==> src/nscfg_pkg.sv <==
package nscfg_pkg;
  // ---------------------------------------------------------------
  // register map (byte offsets)
  // ---------------------------------------------------------------
  localparam logic [7:0] OFS_CTRL    = 8'h00;
  localparam logic [7:0] OFS_SWCFG   = 8'h04;
  localparam logic [7:0] OFS_STATUS  = 8'h08;
  localparam logic [7:0] OFS_IRQ_ST  = 8'h0c;
  localparam logic [7:0] OFS_IRQ_EN  = 8'h10;
  localparam logic [7:0] OFS_IRQ_CLR = 8'h14;
  localparam logic [7:0] OFS_EVENT   = 8'h18;

  // ---------------------------------------------------------------
  // values after reset and limits
  // ---------------------------------------------------------------
  localparam logic [5:0] ADDR_DEFAULT = 6'h3f;
  localparam logic [6:0] ADDR_SW_MIN  = 7'h40;
  localparam logic [6:0] SWITCH_MAX   = 7'h63;
  localparam logic [1:0] BAUD_DEFAULT = 2'h0;
  // cycles the switch synchronisers need before the power-on sample
  localparam logic [1:0] PU_WAIT      = 2'h2;

  // ctrl bits
  localparam int CTRL_CFG_RESET = 0;
  localparam int CTRL_RESET_CMD = 1;
  localparam int CTRL_STANDALONE = 2;
  localparam int CTRL_HOLD      = 3;
  // event register bits (write one pulses)
  localparam int EV_RUN_IDLE  = 0;
  localparam int EV_CFG_MODE  = 1;
  localparam int EV_COMM_ERR  = 2;
  localparam int EV_CRIT_ERR  = 3;
  localparam int EV_DUP_ADDR  = 4;
  localparam int EV_BAUD_DET  = 5;
  // interrupt status bits
  localparam int IRQ_ABORT    = 0;
  localparam int IRQ_DUP      = 1;
  localparam int IRQ_CLEAR    = 2;
  localparam int IRQ_W        = 3;

  typedef enum logic [1:0] {
    NSCFG_BAUD_125 = 2'h0,
    NSCFG_BAUD_250 = 2'h1,
    NSCFG_BAUD_500 = 2'h2
  } nscfg_baud_t;

  typedef enum logic [1:0] {
    NSCFG_SRC_FIXED,
    NSCFG_SRC_SOFT,
    NSCFG_SRC_AUTO
  } nscfg_bsrc_t;

  typedef enum {
    NSCFG_ST_POWERUP,
    NSCFG_ST_RUN,
    NSCFG_ST_ABORT
  } nscfg_state_t;

  typedef struct packed {
    logic [6:0] addr_sw;
    logic [3:0] baud_sw;
  } nscfg_sw_t;

  typedef struct packed {
    logic       haddr_ok;
    logic [7:0] addr;
    logic       write;
  } nscfg_aph_t;

  // decode two bcd digits to binary 0..99
  function automatic logic [6:0] bcd2bin(input logic [7:0] bcd);
    logic [6:0] tens;
    tens = {3'h0, bcd[7:4]};
    bcd2bin = 7'((tens << 3) + (tens << 1) + {3'h0, bcd[3:0]});
  endfunction
endpackage

==> src/nscfg_top.sv <==
// Function
// switch value 0..63 sets node address
// switch 64..99 uses stored software address
// default node address is 63
// address switch change while powered aborts
// duplicate address flags error, blocks comms
// decode baud dip switch pins
// default baud rate is 125 kbit/s
// software baud takes effect after reset
// auto baud adopts master rate until power-on
// some master must have fixed baud
// baud switch change while powered aborts
// all nodes share one baud rate
// config reset returns settings to defaults
// standalone disables network after reset
// safety area cleared on idle, config, power-on
// comm error clears failed connection only
// standard area honours hold on idle, error
// hold keeps data except critical, abort, power; the code also clears it on config
// sample switches at power-on, then compare
//
// The address map and the AHB-Lite interface to the registers are this design's own decisions.
module nscfg_top #(
  parameter int NCONN = 4
) (
  input  wire logic              hclk,
  input  wire logic              hresetn,
  input  wire logic              hsel,
  input  wire logic [31:0]       haddr,
  input  wire logic [1:0]        htrans,
  input  wire logic              hwrite,
  input  wire logic [2:0]        hsize,
  input  wire logic [31:0]       hwdata,
  input  wire logic              hready,
  output logic      [31:0]       hrdata,
  output logic                   hreadyout,
  output logic                   hresp,
  input  wire logic [7:0]        node_sw,
  input  wire logic [3:0]        baud_sw,
  output logic      [5:0]        node_addr,
  output logic      [1:0]        baud_rate,
  output logic                   net_enable,
  output logic                   standalone_disp,
  output logic                   abort_state,
  output logic                   dup_addr_err,
  output logic      [NCONN-1:0]  safe_clear,
  output logic      [NCONN-1:0]  std_clear,
  output logic                   irq
);
  // ---------------------------------------------------------------
  // state
  // ---------------------------------------------------------------
  typedef struct packed {
    logic [7:0]           nsw_s1;
    logic [7:0]           nsw_s2;
    logic [3:0]           bsw_s1;
    logic [3:0]           bsw_s2;
    nscfg_pkg::nscfg_state_t st;
    logic [1:0]           pu_cnt;
    logic                 nen;
    nscfg_pkg::nscfg_sw_t snap;
    nscfg_pkg::nscfg_bsrc_t bsrc;
    logic                 addr_soft;
    logic [5:0]           sw_addr;
    logic [1:0]           sw_baud;
    logic [1:0]           stored_baud;
    logic                 stored_alone;
    logic                 pend_alone;
    logic                 hold;
    logic                 baud_locked;
    logic [5:0]           addr;
    logic [1:0]           baud;
    logic                 alone;
    logic                 abort;
    logic                 dup;
    logic [NCONN-1:0]     sclr;
    logic [NCONN-1:0]     tclr;
    logic [NCONN-1:0]     conn_sel;
    logic [2:0]           irq_st;
    logic [2:0]           irq_en;
    logic                 irq;
    nscfg_pkg::nscfg_aph_t aph;
    logic [31:0]          rdata;
  } nscfg_reg_t;

  nscfg_reg_t r;
  nscfg_reg_t nx;

  function automatic logic [1:0] baud_decode(input logic [3:0] sw);
    baud_decode = sw[1] ? 2'(nscfg_pkg::NSCFG_BAUD_500) :
                  sw[0] ? 2'(nscfg_pkg::NSCFG_BAUD_250) : 2'(nscfg_pkg::NSCFG_BAUD_125);
  endfunction

  function automatic nscfg_pkg::nscfg_bsrc_t baud_source(input logic [3:0] sw);
    if (sw[3]) begin
      baud_source = nscfg_pkg::NSCFG_SRC_AUTO;
    end else if (sw[2] || (sw[1] && sw[0])) begin
      baud_source = nscfg_pkg::NSCFG_SRC_SOFT;
    end else begin
      baud_source = nscfg_pkg::NSCFG_SRC_FIXED;
    end
  endfunction

  logic [6:0] live_addr;
  logic       wr_go;
  logic       ap_go;
  logic [31:0] wd;
  logic       do_reset;
  logic [NCONN-1:0] all_ones;

  assign live_addr = nscfg_pkg::bcd2bin(r.nsw_s2);
  assign ap_go     = hsel && hready && htrans[1];
  assign wr_go     = r.aph.haddr_ok && r.aph.write;
  assign wd        = hwdata;
  assign all_ones  = {NCONN{1'b1}};

  // ---------------------------------------------------------------
  // next state
  // ---------------------------------------------------------------
  always_comb begin
    nx = r;
    do_reset = 1'b0;
    nx.nsw_s1 = node_sw;
    nx.nsw_s2 = r.nsw_s1;
    nx.bsw_s1 = baud_sw;
    nx.bsw_s2 = r.bsw_s1;
    nx.sclr = '0;
    nx.tclr = '0;
    nx.aph.haddr_ok = ap_go;
    nx.aph.addr = haddr[7:0];
    nx.aph.write = hwrite;

    // bus writes
    if (wr_go) begin
      if (r.aph.addr == nscfg_pkg::OFS_CTRL) begin
        nx.pend_alone = wd[nscfg_pkg::CTRL_STANDALONE];
        nx.hold = wd[nscfg_pkg::CTRL_HOLD];
        if (wd[nscfg_pkg::CTRL_CFG_RESET]) begin
          nx.sw_addr = nscfg_pkg::ADDR_DEFAULT;
          nx.sw_baud = nscfg_pkg::BAUD_DEFAULT;
          nx.pend_alone = 1'b0;
          nx.hold = 1'b0;
        end
        do_reset = wd[nscfg_pkg::CTRL_RESET_CMD];
      end else if (r.aph.addr == nscfg_pkg::OFS_SWCFG) begin
        nx.sw_addr = wd[5:0];
        nx.sw_baud = (wd[9:8] > 2'h2) ? nscfg_pkg::BAUD_DEFAULT : wd[9:8];
      end else if (r.aph.addr == nscfg_pkg::OFS_IRQ_EN) begin
        nx.irq_en = wd[2:0];
      end else if (r.aph.addr == nscfg_pkg::OFS_IRQ_CLR) begin
        nx.irq_st = r.irq_st & ~wd[2:0];
      end else if (r.aph.addr == nscfg_pkg::OFS_EVENT) begin
        nx.conn_sel = wd[8 +: NCONN];
        if (wd[nscfg_pkg::EV_RUN_IDLE]) begin
          nx.sclr = all_ones;
          nx.tclr = r.hold ? '0 : all_ones;
        end
        if (wd[nscfg_pkg::EV_CFG_MODE]) begin
          nx.sclr = all_ones;
          nx.tclr = all_ones;
        end
        if (wd[nscfg_pkg::EV_COMM_ERR]) begin
          nx.sclr = nx.sclr | wd[8 +: NCONN];
          nx.tclr = nx.tclr | (r.hold ? '0 : wd[8 +: NCONN]);
        end
        if (wd[nscfg_pkg::EV_CRIT_ERR]) begin
          nx.tclr = all_ones;
        end
        if (wd[nscfg_pkg::EV_DUP_ADDR] && !r.alone) begin
          nx.dup = 1'b1;
        end
        if (wd[nscfg_pkg::EV_BAUD_DET] && r.bsrc == nscfg_pkg::NSCFG_SRC_AUTO && !r.baud_locked) begin
          nx.baud = (wd[17:16] > 2'h2) ? nscfg_pkg::BAUD_DEFAULT : wd[17:16];
          nx.baud_locked = 1'b1;
        end
      end
    end

    case (r.st)
      nscfg_pkg::NSCFG_ST_POWERUP: begin
        // the synchronisers restart from zero, so wait until they carry the switches
        if (r.pu_cnt != nscfg_pkg::PU_WAIT) begin
          nx.pu_cnt = r.pu_cnt + 2'h1;
        end else begin
        nx.pu_cnt = 2'h0;
        nx.snap.addr_sw = live_addr;
        nx.snap.baud_sw = r.bsw_s2;
        nx.bsrc = baud_source(r.bsw_s2);
        nx.addr_soft = live_addr >= nscfg_pkg::ADDR_SW_MIN;
        nx.addr = (live_addr >= nscfg_pkg::ADDR_SW_MIN) ? r.sw_addr : live_addr[5:0];
        if (baud_source(r.bsw_s2) == nscfg_pkg::NSCFG_SRC_FIXED) begin
          nx.baud = baud_decode(r.bsw_s2);
        end else begin
          nx.baud = r.stored_baud;
        end
        nx.baud_locked = 1'b0;
        nx.alone = r.stored_alone;
        nx.dup = 1'b0;
        nx.sclr = all_ones;
        nx.tclr = all_ones;
        nx.st = nscfg_pkg::NSCFG_ST_RUN;
        end
      end
      nscfg_pkg::NSCFG_ST_RUN: begin
        if (live_addr != r.snap.addr_sw || r.bsw_s2 != r.snap.baud_sw) begin
          nx.abort = 1'b1;
          nx.tclr = all_ones;
          nx.sclr = all_ones;
          nx.st = nscfg_pkg::NSCFG_ST_ABORT;
        end
      end
      nscfg_pkg::NSCFG_ST_ABORT: begin
        nx.abort = 1'b1;
      end
      default: nx.st = nscfg_pkg::NSCFG_ST_POWERUP;
    endcase

    if (do_reset) begin
      nx.stored_baud = r.sw_baud;
      nx.stored_alone = r.pend_alone;
      nx.abort = 1'b0;
      nx.st = nscfg_pkg::NSCFG_ST_POWERUP;
    end

    nx.nen = !nx.alone && !nx.dup && !nx.abort && nx.st == nscfg_pkg::NSCFG_ST_RUN;

    // interrupts: set wins over clear
    nx.irq_st = nx.irq_st | {(nx.sclr != '0 || nx.tclr != '0), (nx.dup && !r.dup), (nx.abort && !r.abort)};
    nx.irq = (nx.irq_st & nx.irq_en) != 3'h0;

    // read data
    nx.rdata = 32'h0;
    if (ap_go && !hwrite) begin
      if (haddr[7:0] == nscfg_pkg::OFS_CTRL) begin
        nx.rdata = {28'h0, r.hold, r.pend_alone, 2'h0};
      end else if (haddr[7:0] == nscfg_pkg::OFS_SWCFG) begin
        nx.rdata = {22'h0, r.sw_baud, 2'h0, r.sw_addr};
      end else if (haddr[7:0] == nscfg_pkg::OFS_STATUS) begin
        nx.rdata = {9'h0, 2'(r.bsrc), r.baud, 1'b0, r.snap.addr_sw, r.addr_soft, r.baud_locked,
                    r.alone, r.dup, r.abort, r.addr};
      end else if (haddr[7:0] == nscfg_pkg::OFS_IRQ_ST) begin
        nx.rdata = {29'h0, r.irq_st};
      end else if (haddr[7:0] == nscfg_pkg::OFS_IRQ_EN) begin
        nx.rdata = {29'h0, r.irq_en};
      end else begin
        nx.rdata = 32'h0;
      end
    end
  end

  // ---------------------------------------------------------------
  // registers
  // ---------------------------------------------------------------
  always_ff @(posedge hclk or negedge hresetn) begin
    if (!hresetn) begin
      r <= '0;
      r.st <= nscfg_pkg::NSCFG_ST_POWERUP;
      r.sw_addr <= nscfg_pkg::ADDR_DEFAULT;
      r.sw_baud <= nscfg_pkg::BAUD_DEFAULT;
      r.stored_baud <= nscfg_pkg::BAUD_DEFAULT;
      r.addr <= nscfg_pkg::ADDR_DEFAULT;
    end else begin
      r <= nx;
    end
  end

  // ---------------------------------------------------------------
  // outputs
  // ---------------------------------------------------------------
  assign hrdata          = r.rdata;
  assign hreadyout       = 1'b1;
  assign hresp           = 1'b0;
  assign node_addr       = r.addr;
  assign baud_rate       = r.baud;
  assign net_enable      = r.nen;
  assign standalone_disp = r.alone;
  assign abort_state     = r.abort;
  assign dup_addr_err    = r.dup;
  assign safe_clear      = r.sclr;
  assign std_clear       = r.tclr;
  assign irq             = r.irq;
endmodule

==> config.mk <==
export PLATFORM = sky130hd
export DESIGN_NAME = nscfg_top
export DESIGN_NICKNAME = d
export VERILOG_FILES = /design/src/nscfg_pkg.sv /design/src/nscfg_top.sv
export SDC_FILE = /design/constraint.sdc
export NUM_CORES = 1
export LEC_CHECK = 0
export BUFFER_PORTS_ARGS = -buffer_cell sky130_fd_sc_hd__buf_2
export CAP_MARGIN = 10
export CORE_MARGIN = 8
export CORE_UTILIZATION = 57
export CTS_CLUSTER_SIZE = 25
export DETAILED_ROUTE_END_ITERATION = 12
export PLACE_DENSITY = 0.91
export SETUP_SLACK_MARGIN = 0.1
export SLEW_MARGIN = 25
export SYNTH_ARGS = -nofsm -noshare
export SYNTH_HDL_FRONTEND = slang
export SYNTH_SLANG_ARGS = --single-unit
==> constraint.sdc <==
create_clock -name hclk -period 7.65 [get_ports hclk]
set_clock_uncertainty 0.2 [all_clocks]
set_input_delay 0.765 -clock hclk [delete_from_list [all_inputs] [get_ports hclk]]
set_output_delay 0.765 -clock hclk [all_outputs]
set_load 0.005 [all_outputs]
==> impl_metrics.yaml, run 1 <==
outcome:
  status: "finished, final reports clean"
synth:
  syn_area_um2: 5818
  synth.distinct_cells: 54
  netlist_instances: 474
  ys.flop_type: "dfrtp_1"
  seq_area_frac_synth_pct: 62.19
  synth_edf_count: 0
  avgSynthCellArea_um2: 12.27
  async_reset_ff_share_pct: 100.0
  synth.ff_latch_count: 144
  yosysWarnings: 0
global_routing:
  antenna_found_initial: 0
  grt_max_degree: 82
  track_usage_pct: 19.13
  grt_pass1_wl_mm: 19.64
  overflow: 0
  grt_pass1_vias: 4061
sta:
  hold_viol_final: 0
  slew_violations: 0
  max_clock_freq_mhz: 271.8
  tightest_slew_ps: 1050
  setup_viol: 0
  period_minus_slack_ps: 3680
  fin_crit_sh_pct: 48.10
  relSlewSlack_pct: 29.44
  rsz0062_at_grt: "false"
  setup_tns_ps: 0
clock_tree:
  cts_max_level: 4
  clk_latency_ps: 530
  cts_buffers: 17
  cts_buffer_depth: 2
  cts_tree: "built"
  path_clk_slew_ps: 60
  clkSinkCount: 144
  hold_buffers: 0
  postCtsSetupBuffers: 0
  cts_root_buffer: "clkbuf_8"
  ctsResizeCount: 0
setup_path:
  cp_slowest_stage_delay_ps: 620
  critPathCaptureType: "register"
  worstPathCellList: "ha_1, ha_1, fa_1, xor2_1, xor2_1, nor3_1, nand3_1, a31oi_1, o21ai_1"
  cp_max_fo: 8
  slowest_stage: "a31oi_1"
  reg2reg_depth: 9
  r2r_slack_ps: 3970
  required_ps: 7820
  worstSetupStartpointType: "register"
  cp.arrival_ps: 3850
  critPathKind: "reg2reg"
route:
  vias: 3911
  drtIter0Drc: 335
  drt-pass1-iter-count: 5
  drc_errors: 0
  wl_per_cell_um: 18.28
  drtAntennaViolNets: 0
  routed_via_density: 5.563
  routed_wl_mm: 12.85
worst_hold_path:
  hold_path.class: "in2async"
finish:
  nNetsFinal: 649
  diodes: 0
  area_growth_pct: 16.86
  fin_util_pct: 67.06
  drive_gt1_share_pct: 25.40
  fin_area_um2: 6799
power_and_ir_drop:
  p_sw_uw: 381.1
  share_seq_of_total_power_pct: 44.7
  total_power_uw: 1777
  combPwrFrac_pct: 5.2
  p_int_uw: 1396
  leakagePower_uw: 0.003316
  powerDensity_nw_per_um2: 261.3
  power_frac_clock_pct: 50.2
  ir_drop_uv: 114.7
  switching_share_pct: 21.45
floorplan:
  die_h_um: 117.0
  die_area_um2: 13700
  fp.dieW_um: 117.0
  core_um2: 10140
  io_pins: 141
  fp-row-count: 37
  start_util_pct: 57.39
place:
  detailed_place.area_um2: 6138
  place_congestion: 0.8790
  portBuffers: 80
  dp_hpwl_mm: 8.363
run:
  cap_violations: 0
## stage by stage
stage / worst slack [ps] / instances / hold slack, ps
floorplan: 4762 / 514 / 131.2
global placement: 4252 / 671 / 135.9
detailed placement: 4044 / 671 / 134.7
CTS: 3992 / 703 / 28.12
global route: 3834 / 703 / 63.87
finish: 3970 / 703 / 10.33
## layer usage
layer / part of all wire [%] / track usage, %
met5: 0 / 0
met4: 4.8 / 13.05
met3: 8.5 / 5.131
met2: 52 / 32.55
met1: 35 / 20.55
## synthesized netlist by cell type (all sizes together), types with 3 or more instances
cell type	count	area share [%]
ha	7	1.5
o21a	4	0.52
nor3	10	0.95
xnor2	12	1.8
a21oi	14	1.2
and3	4	0.43
and2	16	1.7
buf	51	6.5
a22oi	4	0.52
nand4	5	0.65
clkbuf	9	0.58
o21ai	23	2.0
nand3	3	0.26
mux2i	14	2.4
nand2	52	3.4
o22a	5	0.75
dfstp	12	5.4
a221oi	4	0.60
mux2	7	1.4
nor4	10	1.9
inv	10	0.65
nand4b	3	0.45
dfrtp	132	57
nor2b	7	0.75
nand2b	4	0.43
nor2	21	1.4
## path summary, 6_finish.rpt
check,startpoint,end
setup / recovery,r[148],safe_clear[1]
hold / removal,hresetn,nx[144]
hold reg to reg,nx[143],r[143]
max in group asynchronous,hresetn,r[122]
min in group hclk,node_sw[5],nx[148]
setup reg to reg,r[148],safe_clear[1]
## cells in the final DEF, fill, tap and decap left out, types with 4 or more instances in the layout
cell,netlist,final
a21oi_1,14,14
clkinvlp_4,0,5
dfrtp_1,132,132
conb_1,2,42
bufinv_16,0,5
nor2b_1,7,7
nor4_1,5,5
o21ai_1,15,15
and2_1,16,16
o21ai_0,8,8
inv_1,10,10
ha_1,7,7
dfstp_2,12,12
a221oi_1,4,4
nor2_1,21,21
nand4_1,4,4
mux2_2,6,6
o21a_1,4,4
nor3_1,9,8
buf_2,1,79
nand2b_1,4,4
a22oi_1,4,4
xnor2_1,12,12
nand2_1,52,52
and3_1,4,4
o22a_1,5,5
mux2i_1,14,14
clkbuf_16,0,16
## state kept, by name, indices dropped and copies added (netlist names)
name             flops
r                   89
standalone_disp      1
irq                  1
std_clear            4
nx                  12
safe_clear           4
net_enable           1
node_addr            6
baud_rate            2
abort_state          1
hrdata              22
dup_addr_err         1
## logic make-up (layout without fill, tap and decap cells)
group / after synthesis / count (layout) / synth area share, %
flops: 144 / 144 / 62.19
compound gates: 70 / 70 / 7.957
xor+xnor: 15 / 15 / 2.516
mux: 21 / 21 / 3.828
fa+ha+maj: 9 / 9 / 2.194
buf+inv: 70 / 123 / 7.763
simple gates: 143 / 143 / 13.42
other cells: 2 / 42 / 0.1291
## power groups by stage
| stage | registers, µW | clock network, µW | logic, µW |
|---|---|---|---|
| finish | 794 | 891 | 91.6 |
| global route | 795 | 926 | 101 |
| CTS | 794 | 896 | 89.8 |
| detailed placement | 807 | 0 | 87.5 |
| global placement | 806 | 0 | 84.0 |
| floorplan | 804 | 0 | 51.5 |
## cell type report
class	count	area [µm²]
Fill cell	635	3339
Sequential cell	144	3618
Tap cell	136	170.2
Clock buffer	19	441.7
Timing Repair Buffer	81	417.9
Multi-Input combinational cell	300	1903
Inverter	10	37.54
Clock inverter	13	210.2
## worst max-delay path, delay by kind of cell (launching register included)
kind / cells / cell delay (ps)
fa+ha+maj: 3 / 960
compound gates: 2 / 780
simple gates: 2 / 690
xor+xnor: 2 / 510
flops: 1 / 390
Note: power is estimated with default switching activity, not from simulation.
==> run 2: changes to the inputs <==
--- a/config.mk
+++ b/config.mk
@@ -5,13 +5,14 @@
 export SDC_FILE = /design/constraint.sdc
 export NUM_CORES = 1
 export LEC_CHECK = 0
+export ABC_AREA = 1
 export BUFFER_PORTS_ARGS = -buffer_cell sky130_fd_sc_hd__buf_2
 export CAP_MARGIN = 10
 export CORE_MARGIN = 8
-export CORE_UTILIZATION = 57
+export CORE_UTILIZATION = 54
 export CTS_CLUSTER_SIZE = 25
 export DETAILED_ROUTE_END_ITERATION = 12
-export PLACE_DENSITY = 0.91
+export PLACE_DENSITY = 0.87
 export SETUP_SLACK_MARGIN = 0.1
 export SLEW_MARGIN = 25
 export SYNTH_ARGS = -nofsm -noshare
==> constraint.sdc (replaced) <==
create_clock -name hclk -period 3.4 [get_ports hclk]
set_clock_uncertainty 0.2 [all_clocks]
set_input_delay 0.34 -clock hclk [delete_from_list [all_inputs] [get_ports hclk]]
set_output_delay 0.34 -clock hclk [all_outputs]
set_load 0.005 [all_outputs]
==> run 2 against run 1 <==
Net effect: via count up 18%; worst hold slack about the same; final cell count increased by 28%; clock power increased by 100%; register-to-register slack worse by 3500 ps; critical path type unchanged; sequential share of layout area shrank 3.9 points.
==> impl_metrics.yaml, run 2 <==
sta:
  relSlewSlack_pct: 43.68
  setup_tns_ps: 0
  tightest_slew_ps: 844.8
  fin_crit_sh_pct: 87.63
  period_minus_slack_ps: 2979
  max_clock_freq_mhz: 335.6
  slew_violations: 0
  hold_viol_final: 0
  setup_viol: 0
  rsz0062_at_grt: "false"
synth:
  synth.distinct_cells: 39
  avgSynthCellArea_um2: 9.654
  seq_area_frac_synth_pct: 58.84
  yosysMostFrequentCell: "nand2_1"
  synth_edf_count: 0
  yosys.area.top_type_share_pct: 53.71
  yosysWarnings: 0
  ys.flop_type: "dfrtp_1"
  synth.ff_latch_count: 144
  netlist_instances: 637
  synth_area_leaders: "dfrtp_1 54%, nand2_1 8.5%, buf_4 6.2%"
  ys_top_cells_by_count: "139 x nand2_1, 132 x dfrtp_1, 66 x inv_1"
  yosys.area.top_type: "dfrtp_1"
  syn_area_um2: 6150
  async_reset_ff_share_pct: 100.0
setup_path:
  slowest_stage: "fa_2"
  cp_max_fo: 4
  critPathKind: "reg2reg"
  critPathLaunch: "r[148]"
  cp.arrival_ps: 3090
  reg2reg_from: "r[148]"
  required_ps: 3510
  cp_slowest_stage_delay_ps: 620
  critPathCaptureType: "register"
  worstSetupStartpointType: "register"
  worstPathCellList: "ha_1, ha_1, fa_2, xor2_1, nor2_1, nand2_1, nor2_1, nand3_2, nand2_4, nand3_2, nor2_1, nand2_1, nand2_1, nand3_1"
global_routing:
  grt_pass1_wl_mm: 22.06
  antenna_found_initial: 0
  track_usage_pct: 19.07
  grt_max_degree: 98
  overflow: 0
  grt_pass1_vias: 4610
clock_tree:
  cts_buffers: 17
  cts_max_level: 4
  postCtsSetupBuffers: 0
  cts_root_buffer: "clkbuf_16"
  clk_latency_ps: 420
  path_clk_slew_ps: 60
  clkSinkCount: 144
  cts_tree: "built"
  cts_buffer_depth: 2
finish:
  fin_util_pct: 65.13
  fin_area_um2: 7342
  drive_gt1_share_pct: 20.16
  area_growth_pct: 19.39
  final_common_cell: "nand2_1"
  nNetsFinal: 841
  diodes: 0
  largest_register: "r"
  final_cell_mix: "139 x nand2_1, 132 x dfrtp_1, 79 x buf_2, 66 x inv_1, 54 x nor2_1"
  largest_reg_flops: 89
floorplan:
  core_um2: 11270
  start_util_pct: 54.56
  fp-row-count: 39
  io_pins: 141
  die_h_um: 122.7
  die_area_um2: 15060
  fp.dieW_um: 122.7
place:
  portBuffers: 80
  detailed_place.area_um2: 6502
  dp_hpwl_mm: 9.179
  place_congestion: 0.8658
worst_hold_path:
  hold_start: "hwdata[4]"
  hold_path.class: "in2reg"
route:
  drt-pass1-iter-count: 8
  routed_wl_mm: 13.62
  drc_errors: 0
  routed_via_density: 5.122
  vias: 4620
  drtIter0Drc: 349
  wl_per_cell_um: 15.10
  drtAntennaViolNets: 0
power_and_ir_drop:
  ir_drop_uv: 326.4
  powerDensity_nw_per_um2: 520.3
  leakagePower_uw: 0.003734
  total_power_uw: 3820
outcome:
  status: "finished, final reports clean"
run:
  cap_violations: 0
-- run 2: metrics by stage --
stage | setup WS (ps) | std cells | hold WS, ps
floorplan | 782.5 | 677 | -155.6
global placement | 489.6 | 845 | 132.7
detailed placement | 433.8 | 845 | 134.7
CTS | 368.5 | 902 | 3.350
global route | 165.4 | 902 | 40.54
finish | 420.7 | 902 | 10.21
-- run 2: routing by layer --
layer | vias to the layer above | global-route usage [%] | wire, µm
li1 | 2164 | - | -
met1 | 2219 | 21.45 | 5149
met2 | 197 | 32.42 | 7007
met3 | 40 | 4.738 | 977
met4 | 0 | 11.20 | 486
met5 | - | 0 | 0
-- run 2: kinds of logic after synthesis --
| kind of cell | share of synthesized area [%] |
|---|---|
| adder cells (fa/ha/maj) | 2.075 |
| flip-flops | 58.84 |
| XOR/XNOR | 0.5696 |
| buffers and inverters | 11.11 |
| AO/OA/AOI/OAI | 7.915 |
| other | 0.1221 |
| AND/OR/NAND/NOR | 19.37 |
-- run 2: path summary, 6_finish.rpt --
kind / to / slack, ps / cells after the start
worst max-delay path: irq / 420 / 14
worst min-delay path: r[84] / 10 / 3
worst max register to register: irq / 420 / 14
worst min register to register: r[135] / 150 / 0
max in group asynchronous: r[123] / 1890 / 3
min in group asynchronous: hrdata[16] / 380 / 2
-- run 2: final cells by class --
cell class / instances / area [µm²]
Fill cell: 810 / 3930
Sequential cell: 144 / 3618
Multi-Input combinational cell: 407 / 2012
Timing Repair Buffer: 109 / 699.4
Clock buffer: 20 / 446.7
Inverter: 67 / 251.5
Tap cell: 143 / 178.9
Clock inverter: 12 / 135.1
-- run 2: report_power, final --
group          total (µW)  internal, µW  switching, µW
Sequential           1780          1760           20.4
Clock                1810          1100            711
Combinational         226          82.4            144
-- run 2: repair_timing --
item / CTS / global route
endpoints found under the hold margin: 107 / 0
hold buffers: 25 / 0
gates resized for setup: 0 / 2
endpoints found under the setup margin: 0 / 1
-- run 2: critical path, delay by kind of cell, from the launching register on --
kind / cells / cell delay [ps]
flops: 1 / 400
xor+xnor: 1 / 70
fa+ha+maj: 3 / 1170
simple gates: 10 / 1020
